===== config.mk =====
export PLATFORM = sky130hd
export DESIGN_NAME = cpms_sequencer
export DESIGN_NICKNAME = d
export VERILOG_FILES = /design/src/logic/cpms_pkg.sv /design/src/logic/cpms_sequencer.sv
export SDC_FILE = /design/constraint.sdc
export NUM_CORES = 1
export LEC_CHECK = 0
export BUFFER_PORTS_ARGS = -buffer_cell sky130_fd_sc_hd__buf_2
export CAP_MARGIN = 10
export CELL_PAD_IN_SITES_DETAIL_PLACEMENT = 1
export CELL_PAD_IN_SITES_GLOBAL_PLACEMENT = 1
export CORE_ASPECT_RATIO = 0.75
export CORE_MARGIN = 3
export CORE_UTILIZATION = 37
export CTS_BUF_LIST = sky130_fd_sc_hd__clkbuf_8
export DETAILED_ROUTE_END_ITERATION = 10
export PLACE_DENSITY_LB_ADDON = 0.1
export SLEW_MARGIN = 20
export SYNTH_ARGS = -nofsm -noshare
export SYNTH_HDL_FRONTEND = slang
export SYNTH_SLANG_ARGS = --single-unit

===== constraint.sdc =====
create_clock -name clk -period 2.2 [get_ports clk]
set_input_delay 0 -clock clk [delete_from_list [all_inputs] [get_ports clk]]
set_output_delay 0 -clock clk [all_outputs]
set_load 0.05 [all_outputs]

===== src/logic/cpms_pkg.sv =====
/*
  Constants, types and mode encodings for the chip power-mode sequencer.
  Assumes one system clock and a plain strobe register port from the core.
*/
// Summary of operation
// RULE1 - Reset enters normal run unless boot option set
// RULE2 - Normal run keeps regulator at full capability
// RULE3 - High-speed run only on run-mode select write
// RULE4 - Leave high-speed run on rewrite or reset
// RULE5 - Refuse low-power requests while in high-speed run
// RULE6 - Block flash program and erase in high-speed
// RULE7 - Hold oscillator and pins until isolation acknowledged
// RULE8 - Low interrupt pin at reset: service first
// RULE9 - Very-low-power stop: detector off, clocks stopped
// RULE10 - Full low-leak stops: few peripherals, all RAM
// RULE11 - Software keeps wake interrupt unmasked before stop
// RULE12 - Partial low-leak stop: lower voltage, partition rules
// RULE13 - Deep stop three keeps both SRAM regions
// RULE14 - Deep stop two: lower off, partitions optional
// RULE15 - Deep stop one: SRAM off, register files kept
// RULE16 - Deep stop zero: oscillator off, optional POR
// RULE17 - Backup-only mode: battery domain alone stays powered
// RULE18 - Low-leak wake resumes after stop, not reset
// RULE19 - Every low-leak wake sets the wake flag
// RULE20 - Stay stopped until wake or reset, then return
package cpms_pkg;

  // Register indices
  localparam logic [3:0] ADDR_RUN_CTRL = 4'h0;
  localparam logic [3:0] ADDR_STOP_CTRL = 4'h1;
  localparam logic [3:0] ADDR_STOP_REQ = 4'h2;
  localparam logic [3:0] ADDR_ISO_ACK = 4'h3;
  localparam logic [3:0] ADDR_STATUS = 4'h4;
  localparam logic [3:0] ADDR_RESET_STATUS = 4'h5;
  localparam logic [3:0] ADDR_DOMAINS = 4'h6;

  // Field positions
  localparam int RUN_MODE_SELECT_LSB = 0;
  localparam int RAM2_BIT = 0;
  localparam int PORKEEP_BIT = 1;
  localparam int WAKE_BIT = 0;
  localparam int RESUME_BIT = 1;
  localparam int ACK_BIT = 0;

  // Run-mode select encodings
  localparam logic [1:0] RUN_MODE_SELECT_NORMAL = 2'h0;
  localparam logic [1:0] RUN_MODE_SELECT_LOW_POWER = 2'h2;
  localparam logic [1:0] RUN_MODE_SELECT_HIGH_SPEED = 2'h3;

  // Regulator settings
  localparam logic [1:0] REG_FULL = 2'h0;
  localparam logic [1:0] REG_LOW_POWER = 2'h1;
  localparam logic [1:0] REG_HIGH_SPEED = 2'h2;
  localparam logic [1:0] REG_RETENTION = 2'h3;

  // Stop kinds requested by software
  typedef enum logic [3:0] {
    STOP_NONE = 4'h0,
    STOP_VLP = 4'h1,
    STOP_LL_FULL = 4'h2,
    STOP_LL_PARTIAL = 4'h3,
    STOP_DEEP3 = 4'h4,
    STOP_DEEP2 = 4'h5,
    STOP_DEEP1 = 4'h6,
    STOP_DEEP0 = 4'h7,
    STOP_BACKUP = 4'h8
  } cpms_stop_type;

  // Domain enables driven during a mode
  typedef struct packed {
    logic undervoltage_detect_on;
    logic periph_clk_on;
    logic nested_irq_ctrl_on;
    logic async_wake_ctrl_on;
    logic leakage_wake_unit_on;
    logic lptimer_cmp_touch_dac_on;
    logic clock_calendar_on;
    logic adc_pin_irq_on;
    logic ram_part1_on;
    logic ram_part2_on;
    logic ram_part3_on;
    logic sram_upper_on;
    logic sram_lower_on;
    logic sys_regfile_on;
    logic backup_regfile_on;
    logic logic_state_kept;
    logic low_voltage_logic;
    logic io_hold;
    logic osc_hold;
    logic low_power_osc_on;
    logic por_on;
    logic core_power_on;
  } cpms_domains_type;

  localparam int DOMAIN_W = $bits(cpms_domains_type);

endpackage


===== src/logic/cpms_sequencer.sv =====
/*
  Chip power-mode sequencer: run-mode selection, stop-mode domain control,
  wake and isolation release. Assumes strobes and wake inputs synchronous to clk.
*/
`timescale 1ns/1ps
`default_nettype none
module cpms_sequencer (
  // Clock and reset
  input wire logic clk,
  input wire logic rst,
  // Boot straps
  input wire logic low_power_run_boot,
  input wire logic nmi_pin_n,
  // Register port
  input wire logic [3:0] reg_addr,
  input wire logic [31:0] reg_wdata,
  input wire logic reg_wr,
  input wire logic reg_rd,
  output logic [31:0] reg_rdata,
  // Core stop entry and wake
  input wire logic deep_sleep_req,
  input wire logic wake_event,
  // Status towards the system
  output logic [1:0] regulator_mode,
  output logic high_speed_run,
  output logic low_power_run,
  output logic flash_prog_block,
  output logic nmi_first,
  output logic wake_via_reset,
  output logic resume_pulse,
  output cpms_pkg::cpms_domains_type domains
);

  typedef enum logic [2:0] {ST_BOOT, ST_RUN, ST_STOP, ST_WAKE} cpms_state_type;

  ////////////////////////////////////////////////////////////////////////
  cpms_state_type state_reg, state_next;
  logic [1:0] run_mode_reg, run_mode_next;
  logic [1:0] stop_ctrl_reg, stop_ctrl_next;
  cpms_pkg::cpms_stop_type stop_sel_reg, stop_sel_next;
  cpms_pkg::cpms_stop_type stop_act_reg, stop_act_next;
  logic iso_hold_reg, iso_hold_next;
  logic wake_flag_reg, wake_flag_next;
  logic resume_flag_reg, resume_flag_next;
  logic nmi_first_reg, nmi_first_next;
  logic reset_wake_reg, reset_wake_next;
  logic resume_reg, resume_next;
  logic [31:0] rdata_reg, rdata_next;
  cpms_pkg::cpms_domains_type dom_reg, dom_next;
  logic [1:0] regm_reg, regm_next;

  logic wr_run, wr_stop_ctrl, wr_stop_req, wr_ack;
  logic deep_stop, low_leak_stop;

  assign wr_run = reg_wr && reg_addr == cpms_pkg::ADDR_RUN_CTRL;
  assign wr_stop_ctrl = reg_wr && reg_addr == cpms_pkg::ADDR_STOP_CTRL;
  assign wr_stop_req = reg_wr && reg_addr == cpms_pkg::ADDR_STOP_REQ;
  assign wr_ack = reg_wr && reg_addr == cpms_pkg::ADDR_ISO_ACK && reg_wdata[cpms_pkg::ACK_BIT];

  always_comb begin
    deep_stop = stop_act_reg inside {cpms_pkg::STOP_DEEP3, cpms_pkg::STOP_DEEP2,
                                     cpms_pkg::STOP_DEEP1, cpms_pkg::STOP_DEEP0,
                                     cpms_pkg::STOP_BACKUP};
    low_leak_stop = stop_act_reg inside {cpms_pkg::STOP_LL_FULL, cpms_pkg::STOP_LL_PARTIAL};
  end

  ////////////////////////////////////////////////////////////////////////
  // Mode sequencing
  always_comb begin
    state_next = state_reg;
    run_mode_next = run_mode_reg;
    stop_ctrl_next = stop_ctrl_reg;
    stop_sel_next = stop_sel_reg;
    stop_act_next = stop_act_reg;
    iso_hold_next = iso_hold_reg;
    wake_flag_next = wake_flag_reg;
    resume_flag_next = resume_flag_reg;
    nmi_first_next = nmi_first_reg;
    reset_wake_next = 1'b0;
    resume_next = 1'b0;
    case (state_reg)
      ST_BOOT: begin
        // Straps caught on the first edge after reset release
        run_mode_next = low_power_run_boot ? cpms_pkg::RUN_MODE_SELECT_LOW_POWER : cpms_pkg::RUN_MODE_SELECT_NORMAL; // RULE1
        nmi_first_next = !nmi_pin_n; // RULE8
        state_next = ST_RUN;
      end
      ST_RUN: begin
        if (wr_run) begin
          // RULE3 RULE4
          if (reg_wdata[cpms_pkg::RUN_MODE_SELECT_LSB +: 2] == cpms_pkg::RUN_MODE_SELECT_HIGH_SPEED &&
              run_mode_reg == cpms_pkg::RUN_MODE_SELECT_NORMAL) begin
            run_mode_next = cpms_pkg::RUN_MODE_SELECT_HIGH_SPEED;
          end else if (run_mode_reg == cpms_pkg::RUN_MODE_SELECT_HIGH_SPEED) begin
            run_mode_next = cpms_pkg::RUN_MODE_SELECT_NORMAL;
          end else if (reg_wdata[cpms_pkg::RUN_MODE_SELECT_LSB +: 2] != cpms_pkg::RUN_MODE_SELECT_HIGH_SPEED) begin
            run_mode_next = reg_wdata[cpms_pkg::RUN_MODE_SELECT_LSB +: 2];
          end
        end
        if (wr_stop_ctrl) begin
          stop_ctrl_next = reg_wdata[1:0];
        end
        if (wr_stop_req && run_mode_reg != cpms_pkg::RUN_MODE_SELECT_HIGH_SPEED) begin // RULE5
          stop_sel_next = cpms_pkg::cpms_stop_type'(reg_wdata[3:0]);
        end
        if (wr_ack) begin
          iso_hold_next = 1'b0; // RULE7
        end
        if (reg_rd && reg_addr == cpms_pkg::ADDR_RESET_STATUS) begin
          nmi_first_next = 1'b0;
        end
        if (deep_sleep_req && stop_sel_reg != cpms_pkg::STOP_NONE &&
            stop_sel_reg <= cpms_pkg::STOP_BACKUP &&
            run_mode_reg != cpms_pkg::RUN_MODE_SELECT_HIGH_SPEED) begin // RULE5
          stop_act_next = stop_sel_reg;
          state_next = ST_STOP;
        end
      end
      ST_STOP: begin
        if (wake_event) begin // RULE20
          state_next = ST_WAKE;
        end
      end
      ST_WAKE: begin
        // Low-leak and deep stops report the wake
        wake_flag_next = low_leak_stop || deep_stop; // RULE19
        resume_flag_next = !deep_stop;
        if (deep_stop) begin
          // Deep stops recover through the reset flow
          iso_hold_next = 1'b1; // RULE7
          reset_wake_next = 1'b1;
          run_mode_next = cpms_pkg::RUN_MODE_SELECT_NORMAL;
        end else begin
          resume_next = 1'b1; // RULE18
        end
        stop_act_next = cpms_pkg::STOP_NONE;
        stop_sel_next = cpms_pkg::STOP_NONE;
        state_next = ST_RUN;
      end
      default: state_next = ST_BOOT;
    endcase
  end

  always_ff @(posedge clk or posedge rst) begin
    if (rst) begin
      state_reg <= ST_BOOT;
      run_mode_reg <= cpms_pkg::RUN_MODE_SELECT_NORMAL; // RULE4
      stop_ctrl_reg <= 2'h0;
      stop_sel_reg <= cpms_pkg::STOP_NONE;
      stop_act_reg <= cpms_pkg::STOP_NONE;
      iso_hold_reg <= 1'b0;
      wake_flag_reg <= 1'b0;
      resume_flag_reg <= 1'b0;
      nmi_first_reg <= 1'b0;
      reset_wake_reg <= 1'b0;
      resume_reg <= 1'b0;
    end else begin
      state_reg <= state_next;
      run_mode_reg <= run_mode_next;
      stop_ctrl_reg <= stop_ctrl_next;
      stop_sel_reg <= stop_sel_next;
      stop_act_reg <= stop_act_next;
      iso_hold_reg <= iso_hold_next;
      wake_flag_reg <= wake_flag_next;
      resume_flag_reg <= resume_flag_next;
      nmi_first_reg <= nmi_first_next;
      reset_wake_reg <= reset_wake_next;
      resume_reg <= resume_next;
    end
  end

  ////////////////////////////////////////////////////////////////////////
  // Domain and regulator decode
  always_comb begin
    dom_next = '0;
    dom_next.undervoltage_detect_on = 1'b1;
    dom_next.periph_clk_on = 1'b1;
    dom_next.nested_irq_ctrl_on = 1'b1;
    dom_next.leakage_wake_unit_on = 1'b1;
    dom_next.lptimer_cmp_touch_dac_on = 1'b1;
    dom_next.clock_calendar_on = 1'b1;
    dom_next.adc_pin_irq_on = 1'b1;
    dom_next.ram_part1_on = 1'b1;
    dom_next.ram_part2_on = 1'b1;
    dom_next.ram_part3_on = 1'b1;
    dom_next.sram_upper_on = 1'b1;
    dom_next.sram_lower_on = 1'b1;
    dom_next.sys_regfile_on = 1'b1;
    dom_next.backup_regfile_on = 1'b1;
    dom_next.logic_state_kept = 1'b1;
    dom_next.low_power_osc_on = 1'b1;
    dom_next.por_on = 1'b1;
    dom_next.core_power_on = 1'b1;
    dom_next.io_hold = iso_hold_reg; // RULE7
    dom_next.osc_hold = iso_hold_reg; // RULE7
    case (run_mode_reg)
      cpms_pkg::RUN_MODE_SELECT_HIGH_SPEED: regm_next = cpms_pkg::REG_HIGH_SPEED; // RULE3
      cpms_pkg::RUN_MODE_SELECT_LOW_POWER: regm_next = cpms_pkg::REG_LOW_POWER;
      default: regm_next = cpms_pkg::REG_FULL; // RULE2
    endcase
    if (state_reg == ST_STOP) begin
      dom_next.undervoltage_detect_on = 1'b0;
      dom_next.periph_clk_on = 1'b0;
      dom_next.nested_irq_ctrl_on = 1'b0;
      dom_next.io_hold = 1'b1;
      dom_next.osc_hold = 1'b1;
      regm_next = cpms_pkg::REG_RETENTION;
      case (stop_act_reg)
        cpms_pkg::STOP_VLP: begin
          dom_next.async_wake_ctrl_on = 1'b1; // RULE9
          regm_next = cpms_pkg::REG_LOW_POWER;
        end
        cpms_pkg::STOP_LL_FULL: begin
          dom_next.adc_pin_irq_on = 1'b0; // RULE10
        end
        cpms_pkg::STOP_LL_PARTIAL: begin
          dom_next.adc_pin_irq_on = 1'b0;
          dom_next.low_voltage_logic = 1'b1; // RULE12
          dom_next.ram_part3_on = 1'b0;
          dom_next.ram_part2_on = stop_ctrl_reg[cpms_pkg::RAM2_BIT];
          dom_next.sram_lower_on = 1'b0;
        end
        cpms_pkg::STOP_DEEP3: begin
          dom_next.adc_pin_irq_on = 1'b0; // RULE13
          dom_next.logic_state_kept = 1'b0;
        end
        cpms_pkg::STOP_DEEP2: begin
          dom_next.adc_pin_irq_on = 1'b0; // RULE14
          dom_next.sram_lower_on = 1'b0;
          dom_next.ram_part3_on = 1'b0;
          dom_next.ram_part2_on = stop_ctrl_reg[cpms_pkg::RAM2_BIT];
          dom_next.logic_state_kept = 1'b0;
        end
        cpms_pkg::STOP_DEEP1, cpms_pkg::STOP_DEEP0: begin
          dom_next.adc_pin_irq_on = 1'b0; // RULE15
          dom_next.sram_lower_on = 1'b0;
          dom_next.sram_upper_on = 1'b0;
          dom_next.ram_part1_on = 1'b0;
          dom_next.ram_part2_on = 1'b0;
          dom_next.ram_part3_on = 1'b0;
          dom_next.logic_state_kept = 1'b0;
          if (stop_act_reg == cpms_pkg::STOP_DEEP0) begin
            dom_next.lptimer_cmp_touch_dac_on = 1'b0; // RULE16
            dom_next.low_power_osc_on = 1'b0;
            dom_next.por_on = stop_ctrl_reg[cpms_pkg::PORKEEP_BIT];
          end
        end
        cpms_pkg::STOP_BACKUP: begin
          dom_next = '0; // RULE17
          dom_next.clock_calendar_on = 1'b1;
          dom_next.backup_regfile_on = 1'b1;
        end
        default: begin
        end
      endcase
    end
  end

  always_ff @(posedge clk or posedge rst) begin
    if (rst) begin
      dom_reg <= '0;
      regm_reg <= cpms_pkg::REG_FULL;
    end else begin
      dom_reg <= dom_next;
      regm_reg <= regm_next;
    end
  end

  ////////////////////////////////////////////////////////////////////////
  // Register read port
  always_comb begin
    rdata_next = 32'h0000_0000;
    if (reg_rd) begin
      case (reg_addr)
        cpms_pkg::ADDR_RUN_CTRL: rdata_next[1:0] = run_mode_reg;
        cpms_pkg::ADDR_STOP_CTRL: rdata_next[1:0] = stop_ctrl_reg;
        cpms_pkg::ADDR_STOP_REQ: rdata_next[3:0] = stop_sel_reg;
        cpms_pkg::ADDR_ISO_ACK: rdata_next[0] = iso_hold_reg;
        cpms_pkg::ADDR_STATUS: rdata_next[5:0] = {nmi_first_reg, iso_hold_reg, regm_reg, run_mode_reg};
        cpms_pkg::ADDR_RESET_STATUS: rdata_next[1:0] = {resume_flag_reg, wake_flag_reg};
        cpms_pkg::ADDR_DOMAINS: rdata_next[cpms_pkg::DOMAIN_W-1:0] = dom_reg;
        default: rdata_next = 32'h0000_0000;
      endcase
    end
  end

  always_ff @(posedge clk or posedge rst) begin
    if (rst) begin
      rdata_reg <= 32'h0000_0000;
    end else begin
      rdata_reg <= rdata_next;
    end
  end

  assign reg_rdata = rdata_reg;
  assign regulator_mode = regm_reg;
  assign high_speed_run = run_mode_reg == cpms_pkg::RUN_MODE_SELECT_HIGH_SPEED;
  assign low_power_run = run_mode_reg == cpms_pkg::RUN_MODE_SELECT_LOW_POWER;
  assign flash_prog_block = high_speed_run; // RULE6
  assign nmi_first = nmi_first_reg; // RULE8
  assign wake_via_reset = reset_wake_reg;
  assign resume_pulse = resume_reg;
  assign domains = dom_reg;

endmodule
`default_nettype wire


==> results of run 1 <==
[power groups by stage]
stage,clock (W),sequential (W),combinational [W]
CTS,0.000610,0.00118,0.000905
detailed placement,0,0.00120,0.000892
floorplan,0,0.00131,0.000562
finish,0.000590,0.00118,0.000895
global placement,0,0.00119,0.000875
global route,0.000659,0.00119,0.000981
[stage by stage]
stage | setup WS [ps] | std cells | total power (W) | instance area, µm² | utilization
after floorplan | 541 | 241 | 0.00187 | 2540 | -
after global placement | 330 | 357 | 0.00207 | 2770 | 0.430
after detailed placement | 286 | 357 | 0.00209 | 2770 | 0.430
after CTS | 271 | 372 | 0.00269 | 2940 | 0.456
after global routing | 142 | 372 | 0.00283 | 2940 | 0.456
final | 275 | 372 | 0.00266 | 2940 | 0.456
[cell families (layout without fill, tap and decap cells)]
kind of cell,count (synthesis),in the layout,synth area share
AOI/OAI and AO/OA,45,45,0.127
xor gates and xnor gates,1,1,0.00350
adders and majority gates,5,5,0.0250
buffers and inverters,43,93,0.101
DFF,53,53,0.529
muxes,11,11,0.0495
other,2,11,0.00300
and+or+nand+nor,72,72,0.161
[routing by layer]
layer | share of wire | vias up | GRT usage
li1 | - | 873 | -
met1 | 0.49 | 909 | 0.242
met2 | 0.44 | 60 | 0.258
met3 | 0.069 | 8 | 0.0455
met4 | 0.0098 | 0 | 0.0452
met5 | 0 | - | 0
[Yosys cell counts (all sizes together), types with 2 or more instances]
| library cell | count | area (µm²) |
|---|---|---|
| o21ai | 13 | 65.1 |
| nand3b | 3 | 22.5 |
| mux2i | 3 | 30.0 |
| o31ai | 3 | 36.3 |
| ha | 5 | 62.6 |
| a21oi | 9 | 45.0 |
| mux2 | 8 | 93.8 |
| nand2 | 13 | 48.8 |
| and2 | 13 | 81.3 |
| nand3 | 3 | 20.0 |
| buf | 26 | 190 |
| dfrtp | 53 | 1330 |
| clkbuf | 9 | 33.8 |
| conb | 2 | 7.51 |
| inv | 8 | 30.0 |
| nor3 | 5 | 30.0 |
| nor3b | 2 | 15.0 |
| or2 | 2 | 12.5 |
| a2bb2oi | 2 | 17.5 |
| a22o | 8 | 70.1 |
| nor2b | 7 | 43.8 |
| nor2 | 13 | 48.8 |
| nand2b | 3 | 18.8 |
[worst max-delay path by stage]
stage / to / slack, ps
after floorplan: stop_act_reg[2] / 540
after global placement: stop_ctrl_reg[0] / 330
after detailed placement: stop_ctrl_reg[0] / 290
after CTS: stop_act_reg[3] / 270
after global routing: stop_ctrl_reg[0] / 140
final: stop_ctrl_reg[0] / 280
[layout make-up]
type | count | area, µm² | share of cell area
sequential | 53 | 1330 | 0.451
multi-input combinational | 145 | 958 | 0.326
clock buffer | 5 | 68.8 | 0.0234
clock inverter | 3 | 26.3 | 0.00894
tap | 81 | 101 | 0.0345
inverter | 8 | 30.0 | 0.0102
timing repair buffer | 77 | 428 | 0.146
[critical path, delay by kind of cell, from the launching register on]
family	cells	cell delay (ps)
multiplexers	1	380
flip-flops	1	440
AND/OR/NAND/NOR	2	430
buffers and inverters	1	100
adder cells (fa/ha/maj)	1	470
==> reports/qor.yml, run 1 <==
clock_network:
  cts_buffers: 5
  clkSinkCount: 53
  clk_pin_slew_ps: 110
  h-tree-depth: 2
  cts_resized: 0
  cts-root-buf: "clkbuf_8"
  cts_tree: "done"
  clockBufferDepth: 2
  cts_hold_buffers: 7
  postCtsSetupRepairBufs: 0
  clkLatencyLatePin_ps: 310
worst_setup_path:
  crit_start: "state_reg[1]"
  worst_r2r_path_depth: 5
  cp_slowest_stage_delay_ps: 470
  worstReg2RegStart: "state_reg[1]"
  worstPathCellList: "inv_1 > ha_1 > nand2_1 > nor3_1 > mux2_2"
  critical_path_class: "reg -> reg"
  cp.arrival_ps: 2130
  path_max_fanout: 12
  cp_slowest_cell: "ha_1"
  r2r-end: "stop_ctrl_reg[0]"
  reg2reg_slack_ps: 280
  critPathRequiredTime_ps: 2400
  endpoint_kind: "flip-flop"
  cp-start-kind: "flip-flop"
timing:
  whs_ps: 38.5
  worst_pin_slew_ps: 675
  setup_viol: 0
  clock_skew_ps: 10.5
  fin_crit_sh: 0.875
  fin_setup_tns_ps: 0
  rsz0062_at_grt: "false"
  max_slew_margin: 0.550
  finalHoldViolCount: 0
  fin_crit_ps: 1920
  drv_slew: 0
  timing.fmax_mhz: 520
routing:
  ant_nets: 0
  drtPass1Iterations: 4
  vias_per_cell: 4.97
  routed_wl_mm: 6.34
  drt_iter0_drc: 71
  drc: 0
  num_vias: 1850
  wl_per_cell_um: 17.0
hold_path:
  hold_depth: 3
  min_to: "run_mode_reg[1]"
  hp-class: "in -> reg"
  hp-start: "low_power_run_boot"
floorplan:
  die_y_um: 77.3
  core_um2: 6440
  die-area_um2: 7800
  initial_core_util: 0.389
  pin_count: 106
  dieWidth_um: 101
  placementRows: 25
cells_and_area:
  antenna_cells: 0
  fin_nets: 339
  drive_gt1_frac: 0.320
  n_fill_cell: 756
  layout_commonest_cell: "buf_2"
  layout_common_cells: "buf_2 (67), dfrtp_1 (53)"
  largest_reg_flops: 17
  area_delta_synth_final_pct: 17.3
power:
  p_int_w: 0.00159
  p_sw_frac: 0.401
  power_density_nw_per_um2: 906
  p_leak_nw: 1.46
  pwr-share-clk: 0.222
  p_sw_w: 0.00107
  sequentialPowerShare: 0.442
  ir_worst_vdd_v: 0.000320
  comb_power_share: 0.336
yosys:
  ys_async_sr_fraction: 1.00
  synth_cell_type_count: 47
  ys_ff_latch: 53
  synth-seq-area-share: 0.529
  synthFlopType: "dfrtp_1"
  syn_area_um2: 2500
  synth_cells: 232
  synth_edf_count: 0
  synth.avg_cell_area_um2: 10.8
  ys_warn_count: 0
placed_design:
  gp_congestion: 0.788
  port_buffers: 67
  dp_hpwl_mm: 4.63
global_route:
  grt_pass1_vias: 1879
  overflow: 0
  grt_pass1_wl_mm: 10.2
  antenna_found_initial: 0
  grt_max_degree: 54
  grt_usage: 0.171
outcome:
  status: "finished, final reports clean"
flow_run:
  drv_cap: 0
No activity file was read; power rests on OpenSTA's default activity.
==> run 2, diff against run 1 <==
--- a/config.mk
+++ b/config.mk
@@ -11,8 +11,7 @@
 export CELL_PAD_IN_SITES_GLOBAL_PLACEMENT = 1
 export CORE_ASPECT_RATIO = 0.75
 export CORE_MARGIN = 3
-export CORE_UTILIZATION = 37
-export CTS_BUF_LIST = sky130_fd_sc_hd__clkbuf_8
+export CORE_UTILIZATION = 35
 export DETAILED_ROUTE_END_ITERATION = 10
 export PLACE_DENSITY_LB_ADDON = 0.1
 export SLEW_MARGIN = 20
==> reports/qor.yml, run 2 (synthesized netlist as in run 1, its figures left out) <==
outcome:
  status: "finished, final reports clean"
placed_design:
  port_buffers: 67  # unchanged
  place_inst: 375  # +5.0%
  dp_hpwl_mm: 4.73  # +2.1%
  gp_congestion: 0.793  # +0.67%
  pre_cts_slack_ps: 287  # +1.02 ps
worst_setup_path:
  cp-start-kind: "flip-flop"
  path_max_fanout: 12  # unchanged
  endpoint_kind: "flip-flop"
  worst_r2r_path_depth: 5  # unchanged
  critical_path_class: "reg -> reg"
  cp.arrival_ps: 2120  # about the same
  reg2reg_slack_ps: 270  # about the same
  critPathRequiredTime_ps: 2400  # about the same
timing:
  timing.fmax_mhz: 519  # -0.13%
  finalHoldViolCount: 0  # unchanged
  max_slew_margin: 0.659  # +0.109
  fin_ws_ps: 273  # -2.47 ps
  drv_slew: 0  # unchanged
  setup_viol: 0  # unchanged
  rsz0062_at_grt: "false"
  fin_setup_tns_ps: 0  # unchanged
  fin_crit_ps: 1930  # +2.47 ps
  clock_skew_ps: 6.26  # -4.29 ps
  worst_pin_slew_ps: 512  # -163 ps
  fin_crit_sh: 0.876  # +0.00112
  whs_ps: 36.8  # -1.74 ps
cells_and_area:
  layout_common_cells: "buf_2 (67), dfrtp_1 (53)"
  fin_nets: 340  # +0.29%
  layout.cells.non_filler: 390  # +4.8%
  layout_commonest_cell: "buf_2"
  antenna_cells: 0  # unchanged
  utilization: 0.433  # -0.0236
  largest_reg_flops: 17  # unchanged
  drive_gt1_frac: 0.322  # +0.00233
  area_delta_synth_final_pct: 18.5
floorplan:
  core_um2: 6860  # +6.5%
  initial_core_util: 0.365  # -0.0238
  die-area_um2: 8220  # +5.3%
  die_y_um: 79.3  # +2.6%
  dieWidth_um: 104  # +2.6%
  placementRows: 26  # +4.0%
  pin_count: 106  # unchanged
routing:
  routed_wl_mm: 6.28  # -0.95%
  drtPass1Iterations: 4  # unchanged
  wl_per_cell_um: 16.1  # -5.5%
  drc: 0  # unchanged
  vias_per_cell: 4.83  # -2.9%
  num_vias: 1883  # +1.8%
  ant_nets: 0  # unchanged
  drt_iter0_drc: 51  # -28%
clock_network:
  postCtsSetupRepairBufs: 0  # unchanged
  clkLatencyLatePin_ps: 310  # about the same
  clkSinkCount: 53  # unchanged
  cts_hold_buffers: 7  # unchanged
  cts_buffers: 5  # unchanged
  clk_pin_slew_ps: 100  # about the same
  cts_resized: 0  # unchanged
  cts_tree: "done"
  clockBufferDepth: 2  # unchanged
  h-tree-depth: 2  # unchanged
  cts-root-buf: "clkbuf_8"
global_route:
  grt_max_degree: 23  # -57%
  grt_pass1_vias: 1981  # +5.4%
  grt_pass1_wl_mm: 10.5  # +2.4%
  grt_usage: 0.159  # -0.0118
  antenna_found_initial: 0  # unchanged
  overflow: 0  # unchanged
power:
  ir_worst_vdd_v: 0.000368  # +15%
  power_density_nw_per_um2: 890  # -1.8%
  p_leak_nw: 1.47  # +0.94%
flow_run:
  drv_cap: 0  # unchanged
hold_path:
  hold_depth: 3  # unchanged
  hp-class: "in -> reg"
## run 2: cell count changes in the layout (fill, tap and decap cells not counted)
cell        previous run  this run
buf_4                  3         4
clkinv_2               0         1
inv_8                  1         0
clkinv_4               0         1
clkinvlp_4             2         0
clkbuf_8               5         6
## run 2: cell type report
| type | count | area (µm²) |
|---|---|---|
| Tap cell | 98 | 123 |
| Sequential cell | 53 | 1330 |
| Clock inverter | 2 | 13.8 |
| Clock buffer | 6 | 82.6 |
| Multi-Input combinational cell | 145 | 958 |
| Inverter | 8 | 30.0 |
| Fill cell | 797 | 3890 |
| Timing Repair Buffer | 78 | 435 |
## run 2: path summary, 6_finish.rpt
path,startpoint,to
max,state_reg[1],stop_ctrl_reg[1]
min,reg_addr[3],reg_rdata[1]
max reg2reg,state_reg[1],stop_ctrl_reg[1]
min reg2reg,domains[9],reg_rdata[9]
max in group asynchronous,rst,state_reg[0]
min in group asynchronous,rst,reg_rdata[3]
## run 2: through the flow
step,cell area (µm²),power (W)
after floorplan,2540,0.00187
after global placement,2800,0.00206
after detailed placement,2800,0.00207
after CTS,2970,0.00268
after global routing,2970,0.00281
final,2970,0.00264
## run 2: where the power goes
group / switching [W] / total (W) / internal [W]
logic: 0.000606 / 0.000891 / 0.000284
registers: 0.0000921 / 0.00117 / 0.00108
clock network: 0.000327 / 0.000583 / 0.000256
## run 2: critical path, cell delays in order, from the launching register on
cell and delay [ps]:
dfrtp_1 430, inv_1 90, ha_1 480, nand2_1 180, nor3_1 270, mux2_2 380
## run 2: routing by layer
layer / vias up / track usage / share of wire
met5: - / 0 / 0
met4: 0 / 0.0372 / 0.0083
met3: 7 / 0.0406 / 0.065
met2: 65 / 0.255 / 0.44
met1: 935 / 0.219 / 0.48
li1: 876 / - / -
==> run 3, diff against run 2 <==
--- a/config.mk
+++ b/config.mk
@@ -5,13 +5,14 @@
 export SDC_FILE = /design/constraint.sdc
 export NUM_CORES = 1
 export LEC_CHECK = 0
+export ABC_AREA = 1
 export BUFFER_PORTS_ARGS = -buffer_cell sky130_fd_sc_hd__buf_2
 export CAP_MARGIN = 10
 export CELL_PAD_IN_SITES_DETAIL_PLACEMENT = 1
 export CELL_PAD_IN_SITES_GLOBAL_PLACEMENT = 1
 export CORE_ASPECT_RATIO = 0.75
 export CORE_MARGIN = 3
-export CORE_UTILIZATION = 35
+export CORE_UTILIZATION = 34
 export DETAILED_ROUTE_END_ITERATION = 10
 export PLACE_DENSITY_LB_ADDON = 0.1
 export SLEW_MARGIN = 20
==> reports/qor.yml, run 3 <==
cells_and_area:
  drive_gt1_frac: 0.256  # -0.0659
  n_fill_cell: 900  # +13%
  area_delta_synth_final_pct: 18.5  # about the same
  utilization: 0.432  # -0.000658
  largest_reg_flops: 17  # unchanged
  layout_commonest_cell: "nand2_1"
  layout_common_cells: "nand2_1 (78), buf_2 (67), dfrtp_1 (53), nor2_1 (39), inv_1 (38)"
  antenna_cells: 0  # unchanged
  layout.cells.non_filler: 473  # +21%
  fin_nets: 423  # +24%
power:
  comb_power_share: 0.424  # +0.087
  pwr-share-clk: 0.174  # -0.047
  power_density_nw_per_um2: 1050  # +18%
  sequentialPowerShare: 0.402  # -0.041
  p_sw_frac: 0.466  # +0.0781
  p_leak_nw: 1.76  # +20%
  p_int_w: 0.00172  # +6.5%
  p_sw_w: 0.00150  # +47%
  ir_worst_vdd_v: 0.000392  # +6.4%
floorplan:
  dieWidth_um: 107  # +2.9%
  pin_count: 106  # unchanged
  die_y_um: 81.5  # +2.8%
  initial_core_util: 0.364  # -0.000603
  placementRows: 26  # unchanged
  die-area_um2: 8690  # +5.8%
  core_um2: 7090  # +3.3%
worst_setup_path:
  endpoint_kind: "flip-flop"
  cp.arrival_ps: 1940  # -180 ps
  critical_path_class: "reg -> reg"
  critPathRequiredTime_ps: 2440  # +40 ps
  cp-start-kind: "flip-flop"
  worst_r2r_path_depth: 6  # +1
  crit_start: "state_reg[1]"
  worstReg2RegStart: "state_reg[1]"
  path_max_fanout: 7  # -5
timing:
  timing.fmax_mhz: 591  # +14%
  rsz0062_at_grt: "false"
  finalHoldViolCount: 0  # unchanged
  clock_skew_ps: 9.55  # +3.29 ps
  fin_setup_tns_ps: 0  # unchanged
  fin_ws_ps: 509  # +236 ps
  fin_crit_sh: 0.769  # -0.107
  drv_slew: 0  # unchanged
  setup_viol: 0  # unchanged
  fin_crit_ps: 1690  # -236 ps
clock_network:
  cts-root-buf: "clkbuf_8"
  clkSinkCount: 53  # unchanged
  clk_pin_slew_ps: 100  # about the same
  cts_tree: "done"
  cts_resized: 0  # unchanged
  clockBufferDepth: 2  # unchanged
  cts_buffers: 5  # unchanged
  cts_hold_buffers: 6  # -1
  postCtsSetupRepairBufs: 0  # unchanged
  h-tree-depth: 2  # unchanged
  clkLatencyLatePin_ps: 300  # about the same
placed_design:
  port_buffers: 67  # unchanged
  gp_congestion: 0.790  # -0.47%
  pre_cts_slack_ps: 544  # +257 ps
  dp_hpwl_mm: 5.20  # +10%
  place_inst: 459  # +22%
yosys:
  synth_top_area_frac: 0.513  # -0.0162
  ys_warn_count: 0  # unchanged
  synth-seq-area-share: 0.513  # -0.0162
  yosysTopAreaCell: "dfrtp_1"
  synth.avg_cell_area_um2: 8.42  # -22%
  ys_async_sr_fraction: 1.00  # unchanged
  yosysMostFrequentCell: "nand2_1"
  synth_edf_count: 0  # unchanged
  synth_cells: 307  # +32%
  synth_cell_type_count: 29  # -38%
  synthFlopType: "dfrtp_1"
  synth_area_leaders: "dfrtp_1 (51%), nand2_1 (11%), buf_4 (7.0%), inv_1 (5.7%), nor2_1 (5.7%)"
  ys_top_cells_by_count: "nand2_1 (78), dfrtp_1 (53), inv_1 (39), nor2_1 (39), nand3_1 (25)"
  ys_ff_latch: 53  # unchanged
  syn_area_um2: 2580  # +3.1%
outcome:
  status: "finished, final reports clean"
routing:
  wl_per_cell_um: 13.7  # -15%
  routed_wl_mm: 6.48  # +3.3%
  drt_iter0_drc: 68  # +33%
  vias_per_cell: 4.40  # -9.0%
  drc: 0  # unchanged
  num_vias: 2079  # +10%
  drtPass1Iterations: 4  # unchanged
  ant_nets: 0  # unchanged
global_route:
  grt_pass1_vias: 2144  # +8.2%
  grt_usage: 0.159  # +0.000337
  antenna_found_initial: 0  # unchanged
  grt_max_degree: 22  # -4.3%
  grt_pass1_wl_mm: 10.8  # +3.1%
  overflow: 0  # unchanged
hold_path:
  hold_depth: 4  # +1
  hp-class: "in -> reg"
  hp-start: "wake_event"
flow_run:
  drv_cap: 0  # unchanged
[run 3: cells by family (layout without fill, tap and decap cells)]
family / count (synthesis) / count (layout) / share of synthesized area
AND/OR/NAND/NOR: 162 / 162 / 0.283
adder cells (fa/ha/maj): 5 / 5 / 0.0242
flip-flops: 53 / 53 / 0.513
AO/OA/AOI/OAI: 18 / 18 / 0.0397
buffers and inverters: 67 / 126 / 0.137
other: 2 / 11 / 0.00291
[run 3: layer usage]
| metal | track usage | part of all wire |
|---|---|---|
| met2 | 0.251 | 0.43 |
| met3 | 0.0299 | 0.052 |
| met4 | 0.0447 | 0.011 |
| met5 | 0 | 0 |
| met1 | 0.227 | 0.50 |
[run 3: power by group through the flow]
| stage | clock network, W | logic [W] | registers (W) |
|---|---|---|---|
| 2_1_floorplan | 0 | 0.000849 | 0.00151 |
| 5_1_grt | 0.000632 | 0.00154 | 0.00133 |
| 4_1_cts | 0.000586 | 0.00140 | 0.00130 |
| 6_report | 0.000560 | 0.00137 | 0.00130 |
| 3_3_place_gp | 0 | 0.00135 | 0.00132 |
| 3_5_place_dp | 0 | 0.00138 | 0.00132 |
[run 3: area by class of cell]
| type | instances | area, µm² | area share |
|---|---|---|---|
| Clock buffer | 5 | 68.8 | 0.0225 |
| Tap cell | 98 | 123 | 0.0400 |
| Clock inverter | 3 | 21.3 | 0.00694 |
| Inverter | 40 | 153 | 0.0498 |
| Timing Repair Buffer | 78 | 433 | 0.141 |
| Sequential cell | 53 | 1330 | 0.433 |
| Multi-Input combinational cell | 196 | 938 | 0.306 |
[run 3: stage by stage]
stage          total power (W)  hold slack [ps]  instance area (µm²)
5_1_grt                0.00350             32.0                 3060
3_5_place_dp           0.00270             8.29                 2910
6_report               0.00323             23.8                 3060
2_1_floorplan          0.00236              104                 2620
3_3_place_gp           0.00266            -1.34                 2910
4_1_cts                0.00328             13.9                 3060
[run 3: final timing paths]
check,slack [ps],to
max,510,stop_sel_reg[0]
min reg2reg,500,reg_rdata[18]
max in group asynchronous,1370,stop_act_reg[0]
min in group asynchronous,210,reg_rdata[20]
max reg2reg,510,stop_sel_reg[0]
min,20,state_reg[0]
[run 3: critical path: stages (launching register included)]
cell and delay [ps]:
dfrtp_1 440, inv_1 110, ha_1 300, inv_1 220, nor3_1 340, nand4_1 140, nand2_1 90
